==> src/inc/mip_tail_regs.svh <==
`ifndef MIP_TAIL_REGS_SVH
`define MIP_TAIL_REGS_SVH
// How it works
// - tail placement only for y_major_a surfaces with tiled_resource_mode set
// - levels below tail_first_level use ordinary layout, others the tail layout
// - tail origin is column w1, row h0 plus aligned heights 2..first-1
// - 64k tail is one tile, first level in slot log2 samples, slots 4-14 in sub-tile
// - table row is relative level plus log2 samples (64k) or plus four (4k)
// - 4k tail uses the sub-tile layout with slots renumbered from zero
// - slots 11-13 placement depends on element size, same in both forms
// - 128-bit element tail offsets for rows 0..14
// - 64-bit element tail offsets for rows 0..14
// - 32-bit element tail offsets for rows 0..14
// - 16-bit element tail offsets for rows 0..14
// - 8-bit element tail offsets for rows 0..14
// - tail byte column and row add tail base and slot offset
// - y_major_a standard tiling ignores descriptor alignments, uses fixed ones
// - 64k alignments 64/64, 128/64, 128/128, 256/128, 256/256 by element size
// - 4k alignments 16/16, 32/16, 32/32, 64/32, 64/64 by element size
// - sample slice 64k surfaces divide alignments by sample-count factors
// - outside the tail, byte column and row use the level offset

// register byte offsets
`define REG_CTRL_OFS 12'h000
`define REG_SIZE_OFS 12'h004
`define REG_PITCH_OFS 12'h008
`define REG_STATUS_OFS 12'h00c
// control field positions
`define CTRL_TILE_Y_BIT 0
`define CTRL_TRM_LSB 1
`define CTRL_BPE_LSB 3
`define CTRL_SMP_LSB 6
`define CTRL_MSS_BIT 9
`define CTRL_TFL_LSB 12
`define CTRL_DHA_LSB 16
`define CTRL_DVA_LSB 20
`define CTRL_MASK 32'h00ff_f3ff
// reset values
`define CTRL_RST 32'h0022_0000
`define SIZE_RST 32'h0000_0000
`define PITCH_RST 16'h0000
// fixed alignment bases, log2 at 8-bit elements
`define ALIGN_64K_LG2 4'h8
`define ALIGN_4K_LG2 4'h6
// sub-tile base row in the offset table
`define SUBTILE_ROW 5'h04
`define TAIL_LAST_ROW 5'h0e
`endif

==> src/inc/mip_tail_pkg.sv <==
package mip_tail_pkg;
  typedef enum logic [1:0] {no_tiled_resource, tile_4k_std, tile_64k_std} tiled_resource_mode_t;
  typedef enum logic [2:0] {bpe_8, bpe_16, bpe_32, bpe_64, bpe_128} bpe_t;
  typedef logic [3:0] lg2_t;
endpackage

==> src/design/mip_tail_slot_lut.sv <==
`timescale 1ns/1ps
module mip_tail_slot_lut (
  input wire logic [2:0] bpe,
  input wire logic [3:0] row,
  output logic [7:0] mu,
  output logic [7:0] mv
);
  logic [79:0] pairs;

  // one word per row, pairs ordered 128,64,32,16,8 bits from the top
  // offset tables
  // slots 11-13 differ per element size
  always_comb begin
    unique case (row)
      4'h0: pairs = {8'h20, 8'h00, 8'h40, 8'h00, 8'h40, 8'h00, 8'h80, 8'h00, 8'h80, 8'h00};
      4'h1: pairs = {8'h00, 8'h20, 8'h00, 8'h20, 8'h00, 8'h40, 8'h00, 8'h40, 8'h00, 8'h80};
      4'h2: pairs = {8'h10, 8'h00, 8'h20, 8'h00, 8'h20, 8'h00, 8'h40, 8'h00, 8'h40, 8'h00};
      4'h3: pairs = {8'h00, 8'h10, 8'h00, 8'h10, 8'h00, 8'h20, 8'h00, 8'h20, 8'h00, 8'h40};
      4'h4: pairs = {8'h08, 8'h00, 8'h10, 8'h00, 8'h10, 8'h00, 8'h20, 8'h00, 8'h20, 8'h00};
      4'h5: pairs = {8'h04, 8'h08, 8'h08, 8'h08, 8'h08, 8'h10, 8'h10, 8'h10, 8'h10, 8'h20};
      4'h6: pairs = {8'h00, 8'h0c, 8'h00, 8'h0c, 8'h00, 8'h18, 8'h00, 8'h18, 8'h00, 8'h30};
      4'h7: pairs = {8'h00, 8'h08, 8'h00, 8'h08, 8'h00, 8'h10, 8'h00, 8'h10, 8'h00, 8'h20};
      4'h8: pairs = {8'h04, 8'h04, 8'h08, 8'h04, 8'h08, 8'h08, 8'h10, 8'h08, 8'h10, 8'h10};
      4'h9: pairs = {8'h04, 8'h00, 8'h08, 8'h00, 8'h08, 8'h00, 8'h10, 8'h00, 8'h10, 8'h00};
      4'ha: pairs = {8'h00, 8'h04, 8'h00, 8'h04, 8'h00, 8'h08, 8'h00, 8'h08, 8'h00, 8'h10};
      4'hb: pairs = {8'h03, 8'h00, 8'h06, 8'h00, 8'h04, 8'h04, 8'h08, 8'h04, 8'h00, 8'h0c};
      4'hc: pairs = {8'h02, 8'h00, 8'h04, 8'h00, 8'h04, 8'h00, 8'h08, 8'h00, 8'h00, 8'h08};
      4'hd: pairs = {8'h01, 8'h00, 8'h02, 8'h00, 8'h00, 8'h04, 8'h00, 8'h04, 8'h00, 8'h04};
      default: pairs = 80'h0; // row 14 and beyond sit at the corner
    endcase
  end

  // pick the pair of this element size, 8-bit elements in the low bits
  always_comb begin
    mu = 8'h00;
    mv = 8'h00;
    if (bpe <= 3'h4) begin
      mu = pairs[{bpe, 4'h0} + 7'd8 +: 8];
      mv = pairs[{bpe, 4'h0} +: 8];
    end
  end
endmodule

==> src/design/mip_tail_offset_calc.sv <==
`timescale 1ns/1ps
`include "mip_tail_regs.svh"
module mip_tail_offset_calc (
  input wire logic pclk,
  input wire logic presetn,
  input wire logic psel,
  input wire logic penable,
  input wire logic pwrite,
  input wire logic [11:0] paddr,
  input wire logic [31:0] pwdata,
  output logic [31:0] prdata,
  output logic pready,
  output logic pslverr,
  input wire logic req_valid,
  input wire logic [3:0] req_level,
  input wire logic [13:0] req_u,
  input wire logic [13:0] req_v,
  input wire logic [10:0] req_r,
  output logic out_valid,
  output logic [20:0] out_byte_col,
  output logic [27:0] out_row,
  output logic [3:0] out_halign_lg2,
  output logic [3:0] out_valign_lg2,
  output logic out_in_tail,
  output logic [3:0] out_slot,
  output logic out_slot_err
);
  logic [31:0] ctrl_ff;
  logic [31:0] size_ff;
  logic [15:0] pitch_ff;
  logic [31:0] prdata_ff;
  logic pready_ff;
  logic pslverr_ff;
  logic [31:0] nxt_prdata;
  logic nxt_pslverr;
  logic bus_setup;
  logic bus_access;
  logic out_valid_ff;
  logic [20:0] byte_col_ff;
  logic [27:0] row_ff;
  logic [3:0] ha_ff;
  logic [3:0] va_ff;
  logic in_tail_ff;
  logic [3:0] slot_ff;
  logic slot_err_ff;

  // descriptor fields
  logic tile_y;
  mip_tail_pkg::tiled_resource_mode_t trm;
  logic [2:0] bpe;
  logic [2:0] smp;
  logic mss;
  logic [3:0] tfl;
  logic [15:0] width;
  logic [15:0] height;
  logic tail_en;
  logic is_64k;
  mip_tail_pkg::lg2_t ha;
  mip_tail_pkg::lg2_t va;

  // request datapath
  logic [15:0] w1;
  logic [15:0] h0;
  logic [19:0] tail_row_base;
  logic [19:0] lvl_row_base;
  logic nxt_in_tail;
  logic [3:0] rel;
  logic [4:0] tab_row;
  logic [3:0] nxt_slot;
  logic nxt_slot_err;
  logic [7:0] mu;
  logic [7:0] mv;
  logic [16:0] col_sum;
  logic [19:0] base_row;
  logic [20:0] nxt_byte_col;
  logic [27:0] nxt_row;

  // lower-resolution dimension of a level, never below one texel
  function automatic logic [15:0] dim_at(input logic [15:0] d, input logic [3:0] l);
    logic [15:0] s;
    s = d >> l;
    if (s == 16'h0) begin
      s = 16'h1;
    end
    return s;
  endfunction

  // round up to a power-of-two alignment
  function automatic logic [15:0] align_up(input logic [15:0] v, input logic [3:0] lg);
    logic [16:0] m;
    logic [16:0] s;
    m = (17'h1 << lg) - 17'h1;
    s = ({1'b0, v} + m) & ~m;
    return s[15:0];
  endfunction

  // h0 plus aligned heights of levels 2 up to n-1
  function automatic logic [19:0] level_row(input logic [15:0] ht, input logic [3:0] lg,
                                            input logic [3:0] n);
    logic [19:0] acc;
    acc = {4'h0, align_up(dim_at(ht, 4'h0), lg)};
    for (int i = 2; i < 15; i++) begin
      if (i < n) begin
        acc = acc + {4'h0, align_up(dim_at(ht, 4'(i)), lg)};
      end
    end
    return acc;
  endfunction

  // field extraction from the descriptor registers
  assign tile_y = ctrl_ff[`CTRL_TILE_Y_BIT];
  assign trm = mip_tail_pkg::tiled_resource_mode_t'(ctrl_ff[`CTRL_TRM_LSB +: 2]);
  assign bpe = (ctrl_ff[`CTRL_BPE_LSB +: 3] > 3'h4) ? 3'h4 : ctrl_ff[`CTRL_BPE_LSB +: 3];
  assign smp = (ctrl_ff[`CTRL_SMP_LSB +: 3] > 3'h4) ? 3'h4 : ctrl_ff[`CTRL_SMP_LSB +: 3];
  assign mss = ctrl_ff[`CTRL_MSS_BIT];
  assign tfl = ctrl_ff[`CTRL_TFL_LSB +: 4];
  assign width = size_ff[15:0];
  assign height = size_ff[31:16];
  assign is_64k = (trm == mip_tail_pkg::tile_64k_std);

  // tail only on y-major standard-tiled surfaces
  assign tail_en = tile_y && (trm != mip_tail_pkg::no_tiled_resource);

  // alignment selection, log2 form
  always_comb begin
    ha = ctrl_ff[`CTRL_DHA_LSB +: 4];
    va = ctrl_ff[`CTRL_DVA_LSB +: 4];
    if (tail_en) begin
      // base per tile size, less one step per two sizes
      ha = (is_64k ? `ALIGN_64K_LG2 : `ALIGN_4K_LG2) - {2'b00, bpe[2:1]};
      va = (is_64k ? `ALIGN_64K_LG2 : `ALIGN_4K_LG2) - 4'({1'b0, bpe} + 4'h1 >> 1);
      if (is_64k && mss) begin
        ha = ha - 4'({1'b0, smp} + 4'h1 >> 1);
        va = va - {2'b00, smp[2:1]};
      end
    end
  end

  // level geometry
  assign w1 = align_up(dim_at(width, 4'h1), ha);
  assign h0 = align_up(dim_at(height, 4'h0), va);
  assign tail_row_base = level_row(height, va, tfl);
  assign lvl_row_base = level_row(height, va, req_level);

  assign nxt_in_tail = tail_en && (req_level >= tfl);
  assign rel = req_level - tfl;

  // table row and slot number
  always_comb begin
    // row from relative level plus samples (64k) or plus the sub-tile row (4k)
    if (is_64k) begin
      tab_row = {1'b0, rel} + {2'b00, smp};
    end else begin
      tab_row = {1'b0, rel} + `SUBTILE_ROW;
    end
    // 64k slots follow the table row
    nxt_slot = is_64k ? tab_row[3:0] : rel;
    nxt_slot_err = nxt_in_tail && (tab_row > `TAIL_LAST_ROW);
  end

  // one table serves both tail forms
  mip_tail_slot_lut u_lut (
    .bpe(bpe),
    .row(nxt_slot_err ? 4'hf : tab_row[3:0]),
    .mu(mu),
    .mv(mv)
  );

  // level origin, tail or ordinary
  always_comb begin
    col_sum = 17'h0;
    base_row = 20'h0;
    if (nxt_in_tail) begin
      col_sum = {1'b0, w1} + {9'h0, mu};
      base_row = tail_row_base + {12'h0, mv};
    end else if (req_level == 4'h1) begin
      base_row = {4'h0, h0};
    end else if (req_level != 4'h0) begin
      col_sum = {1'b0, w1};
      base_row = lvl_row_base;
    end
  end

  // byte column scaled by bytes per texel, row from slice pitch, base and v unscaled
  always_comb begin
    nxt_byte_col = 21'((col_sum + {3'h0, req_u}) << bpe);
    nxt_row = 28'(req_r * pitch_ff) + {8'h0, base_row} + {14'h0, req_v};
  end

  always_ff @(posedge pclk or negedge presetn) begin
    if (!presetn) begin
      out_valid_ff <= 1'b0;
      byte_col_ff <= 21'h0;
      row_ff <= 28'h0;
      ha_ff <= 4'h0;
      va_ff <= 4'h0;
      in_tail_ff <= 1'b0;
      slot_ff <= 4'h0;
      slot_err_ff <= 1'b0;
    end else begin
      out_valid_ff <= req_valid;
      if (req_valid) begin
        byte_col_ff <= nxt_byte_col;
        row_ff <= nxt_row;
        ha_ff <= ha;
        va_ff <= va;
        in_tail_ff <= nxt_in_tail;
        slot_ff <= nxt_in_tail ? nxt_slot : 4'h0;
        slot_err_ff <= nxt_slot_err;
      end
    end
  end

  assign out_valid = out_valid_ff;
  assign out_byte_col = byte_col_ff;
  assign out_row = row_ff;
  assign out_halign_lg2 = ha_ff;
  assign out_valign_lg2 = va_ff;
  assign out_in_tail = in_tail_ff;
  assign out_slot = slot_ff;
  assign out_slot_err = slot_err_ff;

  // bus phases; one wait-free access cycle
  assign bus_setup = psel && !penable;
  assign bus_access = psel && penable && pready_ff;

  // read mux and unmapped decode, taken in the setup cycle
  always_comb begin
    nxt_prdata = 32'h0;
    nxt_pslverr = 1'b0;
    unique case (paddr)
      `REG_CTRL_OFS: nxt_prdata = ctrl_ff;
      `REG_SIZE_OFS: nxt_prdata = size_ff;
      `REG_PITCH_OFS: nxt_prdata = {16'h0, pitch_ff};
      `REG_STATUS_OFS: begin
        nxt_prdata = {14'h0, slot_err_ff, in_tail_ff, slot_ff, va, ha, 3'h0, tail_en};
        nxt_pslverr = pwrite; // status is read only
      end
      default: nxt_pslverr = 1'b1;
    endcase
  end

  // bus answer registers
  always_ff @(posedge pclk or negedge presetn) begin
    if (!presetn) begin
      pready_ff <= 1'b0;
      pslverr_ff <= 1'b0;
      prdata_ff <= 32'h0;
    end else begin
      pready_ff <= bus_setup;
      pslverr_ff <= bus_setup && nxt_pslverr;
      if (bus_setup && !pwrite) begin
        prdata_ff <= nxt_prdata;
      end
    end
  end

  assign prdata = prdata_ff;
  assign pready = pready_ff;
  assign pslverr = pslverr_ff;

  // descriptor register writes
  always_ff @(posedge pclk or negedge presetn) begin
    if (!presetn) begin
      ctrl_ff <= `CTRL_RST;
      size_ff <= `SIZE_RST;
      pitch_ff <= `PITCH_RST;
    end else if (bus_access && pwrite) begin
      if (paddr == `REG_CTRL_OFS) begin
        ctrl_ff <= pwdata & `CTRL_MASK;
      end
      if (paddr == `REG_SIZE_OFS) begin
        size_ff <= pwdata;
      end
      if (paddr == `REG_PITCH_OFS) begin
        pitch_ff <= pwdata[15:0];
      end
    end
  end

  // checks on the registered results
  a_valid_latency:
  assert property (@(posedge pclk) disable iff (!presetn)
    req_valid |=> out_valid && $past(req_valid))
    else $error("result not valid one clock after request");

  a_tail_needs_std:
  assert property (@(posedge pclk) disable iff (!presetn)
    out_valid && out_in_tail |-> $past(tile_y) && $past(trm) != mip_tail_pkg::no_tiled_resource)
    else $error("tail used on a surface without standard tiling");

  a_below_first:
  assert property (@(posedge pclk) disable iff (!presetn)
    req_valid && (req_level < tfl) |=> !out_in_tail)
    else $error("level below tail start placed in tail");

  a_align_64k_wide:
  assert property (@(posedge pclk) disable iff (!presetn)
    req_valid && tail_en && is_64k && !mss && bpe == 3'h4 |=> out_halign_lg2 == 4'h6
      && out_valign_lg2 == 4'h6)
    else $error("64k alignment at 128-bit elements wrong");

  a_align_4k_narrow:
  assert property (@(posedge pclk) disable iff (!presetn)
    req_valid && tail_en && !is_64k && bpe == 3'h3 |=> out_halign_lg2 == 4'h5
      && out_valign_lg2 == 4'h4)
    else $error("4k alignment at 64-bit elements wrong");

  a_mss_divide:
  assert property (@(posedge pclk) disable iff (!presetn)
    req_valid && tail_en && is_64k && mss && smp == 3'h3 && bpe == 3'h0
      |=> out_halign_lg2 == 4'h6 && out_valign_lg2 == 4'h7)
    else $error("sample slice alignment divisor wrong");

  a_slot_4k:
  assert property (@(posedge pclk) disable iff (!presetn)
    req_valid && nxt_in_tail && !is_64k |=> out_slot == $past(req_level) - $past(tfl))
    else $error("4k tail slot not counted from zero");

  a_col_scale:
  assert property (@(posedge pclk) disable iff (!presetn)
    req_valid && bpe == 3'h4 |=> out_byte_col[3:0] == 4'h0)
    else $error("byte column not scaled by texel size");

  a_level0_row:
  assert property (@(posedge pclk) disable iff (!presetn)
    req_valid && !nxt_in_tail && req_level == 4'h0
      |=> out_row == 28'($past(req_r) * $past(pitch_ff)) + {14'h0, $past(req_v)})
    else $error("level zero row wrong");

  a_bus_one_wait:
  assert property (@(posedge pclk) disable iff (!presetn)
    bus_setup |=> pready ##1 !pready)
    else $error("bus answer not one cycle after setup");
endmodule

==> config.mk <==
export PLATFORM = sky130hd
export DESIGN_NAME = mip_tail_offset_calc
export DESIGN_NICKNAME = d
export VERILOG_FILES = /design/src/inc/mip_tail_pkg.sv /design/src/design/mip_tail_slot_lut.sv /design/src/design/mip_tail_offset_calc.sv
export VERILOG_INCLUDE_DIRS = /design/src /design/src/inc
export SDC_FILE = /design/constraint.sdc
export NUM_CORES = 2
export LEC_CHECK = 0
export ABC_CLOCK_PERIOD_IN_PS = 37500
export BUFFER_PORTS_ARGS = -buffer_cell sky130_fd_sc_hd__clkbuf_2
export CAP_MARGIN = 20
export CORE_MARGIN = 2
export CORE_UTILIZATION = 47
export CTS_BUF_LIST = sky130_fd_sc_hd__clkbuf_8
export CTS_CLUSTER_SIZE = 16
export DETAILED_ROUTE_END_ITERATION = 12
export SYNTH_ARGS = -nofsm -noshare
export SYNTH_HDL_FRONTEND = slang
export SYNTH_SLANG_ARGS = --single-unit
export TNS_END_PERCENT = 100
==> constraint.sdc <==
create_clock -name pclk -period 37.5 [get_ports pclk]
set_input_delay 1.875 -clock pclk [delete_from_list [all_inputs] [get_ports pclk]]
set_output_delay 1.875 -clock pclk [all_outputs]
set_load 0.02 [all_outputs]
==> impl_metrics.yaml <==
global_routing:
  grt_pass1_vias: 47700
  grt_pass1_wl_um: 292000
  grt_max_degree: 73
  grt_overflow: 0
  globalRouteTotalUtil_pct: 35.4
  grt_antenna_before_repair: 6
power_and_ir_drop:
  clkPwrFrac_pct: 19.1
  pwr-share-comb_pct: 53.9
  p_leak_nw: 26.3
  power_density_nw_per_um2: 14.1
  switching_share_pct: 44.6
  switchingPower_uw: 328
  vdd_drop_max_mv: 0.0468
  seq_power_share_pct: 27.0
  power.internal_uw: 408
  finalPower_uw: 736
placed_design:
  dp_hpwl_um: 159000
  routabilityCongestion: 0.990
  dp_cells: 8118
  port_buffers: 190
worst_setup_path:
  crit_path_frequent_cell: "ha_1"
  rr_startpoint: "ctrl_ff[3]$_DFFE_PN0P_"
  reg2reg_to: "out_row[26]$_DFFE_PN0P_"
  startpoint_type: "flop"
  rrSetupSlack_ps: 4240
  crit_buf_inv: 12
  r2r_cells: 152
  crit_start: "ctrl_ff[3]$_DFFE_PN0P_"
  crit_path_top_delay_cell: "o41ai_1"
  critPathKind: "flop to flop"
  critPathMaxFanout: 36
  cp_slowest_stage_delay_ps: 790
  critPathRequiredTime_ps: 37920
  cp.arrival_ps: 33680
  worst_setup_path_end_kind: "flop"
  critical_path.top_delay_family: "compound AO/OA/AOI/OAI gates"
yosys:
  synth_edf_count: 0
  syn_area_um2: 49500
  synth_flop_cell: "dfrtp_1"
  synth.most_common_cell: "nor2_1"
  synth.top_cell.area_share_pct: 16.0
  yosysWarnings: 0
  async_flop_share_pct: 100
  ys_top_cells_by_count: "nor2_1 (742), nand2_1 (642), ha_1 (633)"
  synth_area_leaders: "ha_1 (16%), fa_1 (8.5%), dfrtp_1 (8.4%)"
  ys_seq_area_share_pct: 8.50
  synth_top_area_cell: "ha_1"
  synth_seq_cells: 168
  yosysUniqueCellTypes: 110
  avgSynthCellArea_um2: 7.31
  synth_cells: 6773
clocking:
  htree_levels: 4
  ctsResizeCount: 0
  ctsHoldBuffers: 0
  root_buffer: "clkbuf_8"
  cts.sinks: 168
  clkLatencyLatePin_ps: 530
  clk_pin_slew_ps: 110
  tritoncts: "built"
  cts_buffer_depth: 2
  cts_made_buffers: 17
  post_cts_buffers: 0
drt:
  drt_drc_violations_left: 0
  vias_per_cell: 6.12
  vias: 49900
  firstDrtPassIters: 6
  drt_wl_total_um: 194000
  avgRoutedWirePerCell_um: 23.8
  ant_nets: 0
  first_iter_violations: 4219
floorplanning:
  die_y_um: 328
  design.core.area_um2: 105000
  dieArea_um2: 108000
  boundaryPins: 191
  rows: 119
  die_w_um: 328
  initial_utilization_pct: 47.2
worst_hold_path:
  hold_depth: 1
  hold_path.class: "flop to flop"
  min_from: "out_row[7]$_DFFE_PN0P_"
  min_delay_worst_endpoint: "out_row[7]$_DFFE_PN0P_"
final_layout:
  instances_no_fill: 8153
  nFillCells: 10700
  final_nets: 7682
  syn_to_final_growth_pct: 5.38
  multi_input_area_um2: 42000
  seq_area_um2: 4210
  drive_gt1_share_pct: 9.53
sta:
  fin_skew_ps: 34.1
  post-route-period-util_pct: 88.7
  worst-slew-pin-transition_ps: 1350
  hold_violations: 0
  final.setup.tns_ps: 0
  final-setup-viol-count: 0
  fin_hold_ws_ps: 489
  slew_viol_final: 0
  period_minus_slack_ps: 33260
  grt_setup_unrepaired: "no"
  slew_headroom_pct: 10.3
  fmax_ghz: 0.0301
status:
  status: "completed"
run:
  cap_violations: 0
[cell type report]
type	instances	area share (%)
Clock buffer	17	0.449
Timing Repair Buffer	295	3.37
Tap cell	1391	3.34
Clock inverter	15	0.343
Sequential cell	168	8.07
Multi-Input combinational cell	5726	80.5
Inverter	539	3.88
Antenna cell	2	0.00960
[registers in the layout, summed over array words and instances, names as in the netlist, 4 cells and up]
| register | flops |
|---|---|
| out_slot | 4 |
| out_byte_col | 21 |
| ctrl_ff | 22 |
| out_valign_lg2 | 4 |
| pitch_ff | 16 |
| out_halign_lg2 | 4 |
| size_ff | 32 |
| prdata | 32 |
| out_row | 28 |
[kinds of logic after synthesis]
kind of cell	share of synthesized area (%)
compound gates	25.2
other cells	0.0152
flops	8.50
mux	6.01
simple gates	21.0
fa+ha+maj	24.7
buf+inv	6.73
xor+xnor	7.89
[layout by cell type, fill, tap and decap left out, types with 184 or more instances in the layout]
cell type and instances:
nor2_1 741, inv_1 527, mux2_2 188, o21ai_0 393
a21oi_1 501, fa_1 209, clkbuf_2 188, xnor2_1 312
nand2_1 642, a21o_1 184, ha_1 633
[through the flow]
step / util (%) / setup slack (ps) / instance area, µm²
finish: 49.8 / 4240 / 52200
detailed placement: 49.3 / 4930 / 51700
global placement: 49.3 / 5620 / 51700
floorplan: - / 7840 / 49500
CTS: 49.7 / 4780 / 52100
global route: 49.8 / 1850 / 52200
[worst max-delay path by stage]
stage                                   end  depth (start not counted)
floorplan           out_row[26]$_DFFE_PN0P_                        156
global placement    out_row[26]$_DFFE_PN0P_                        152
detailed placement  out_row[26]$_DFFE_PN0P_                        153
CTS                 out_row[26]$_DFFE_PN0P_                        153
global route        out_row[26]$_DFFE_PN0P_                        153
finish              out_row[26]$_DFFE_PN0P_                        152
[power by group through the flow]
| stage | clock [mW] | sequential [mW] | combinational, mW |
|---|---|---|---|
| 4_1_cts | 0.144 | 0.199 | 0.393 |
| 3_5_place_dp | 0 | 0.202 | 0.388 |
| 6_report | 0.140 | 0.199 | 0.397 |
| 3_3_place_gp | 0 | 0.202 | 0.386 |
| 5_1_grt | 0.150 | 0.200 | 0.441 |
| 2_1_floorplan | 0 | 0.214 | 0.265 |
[worst register-to-register path: cells and delay by family, from the launching register on]
kind / cells / cell delay, ps
compound gates: 56 / 10660
fa+ha+maj: 27 / 10150
simple gates: 47 / 7280
buf+inv: 12 / 2750
xor+xnor: 8 / 1290
flops: 1 / 570
mux: 2 / 480
[layer usage]
metal	up-vias	track usage [%]	wire [µm]	share of wire (%)
met3	392	4.10	12800	6.6
met5	-	0	50	0.026
met4	6	19.5	12400	6.4
met1	23900	45.6	81700	42
li1	23800	-	-	-
met2	1798	57.8	87100	45
Power figures use the tool's default switching activity.
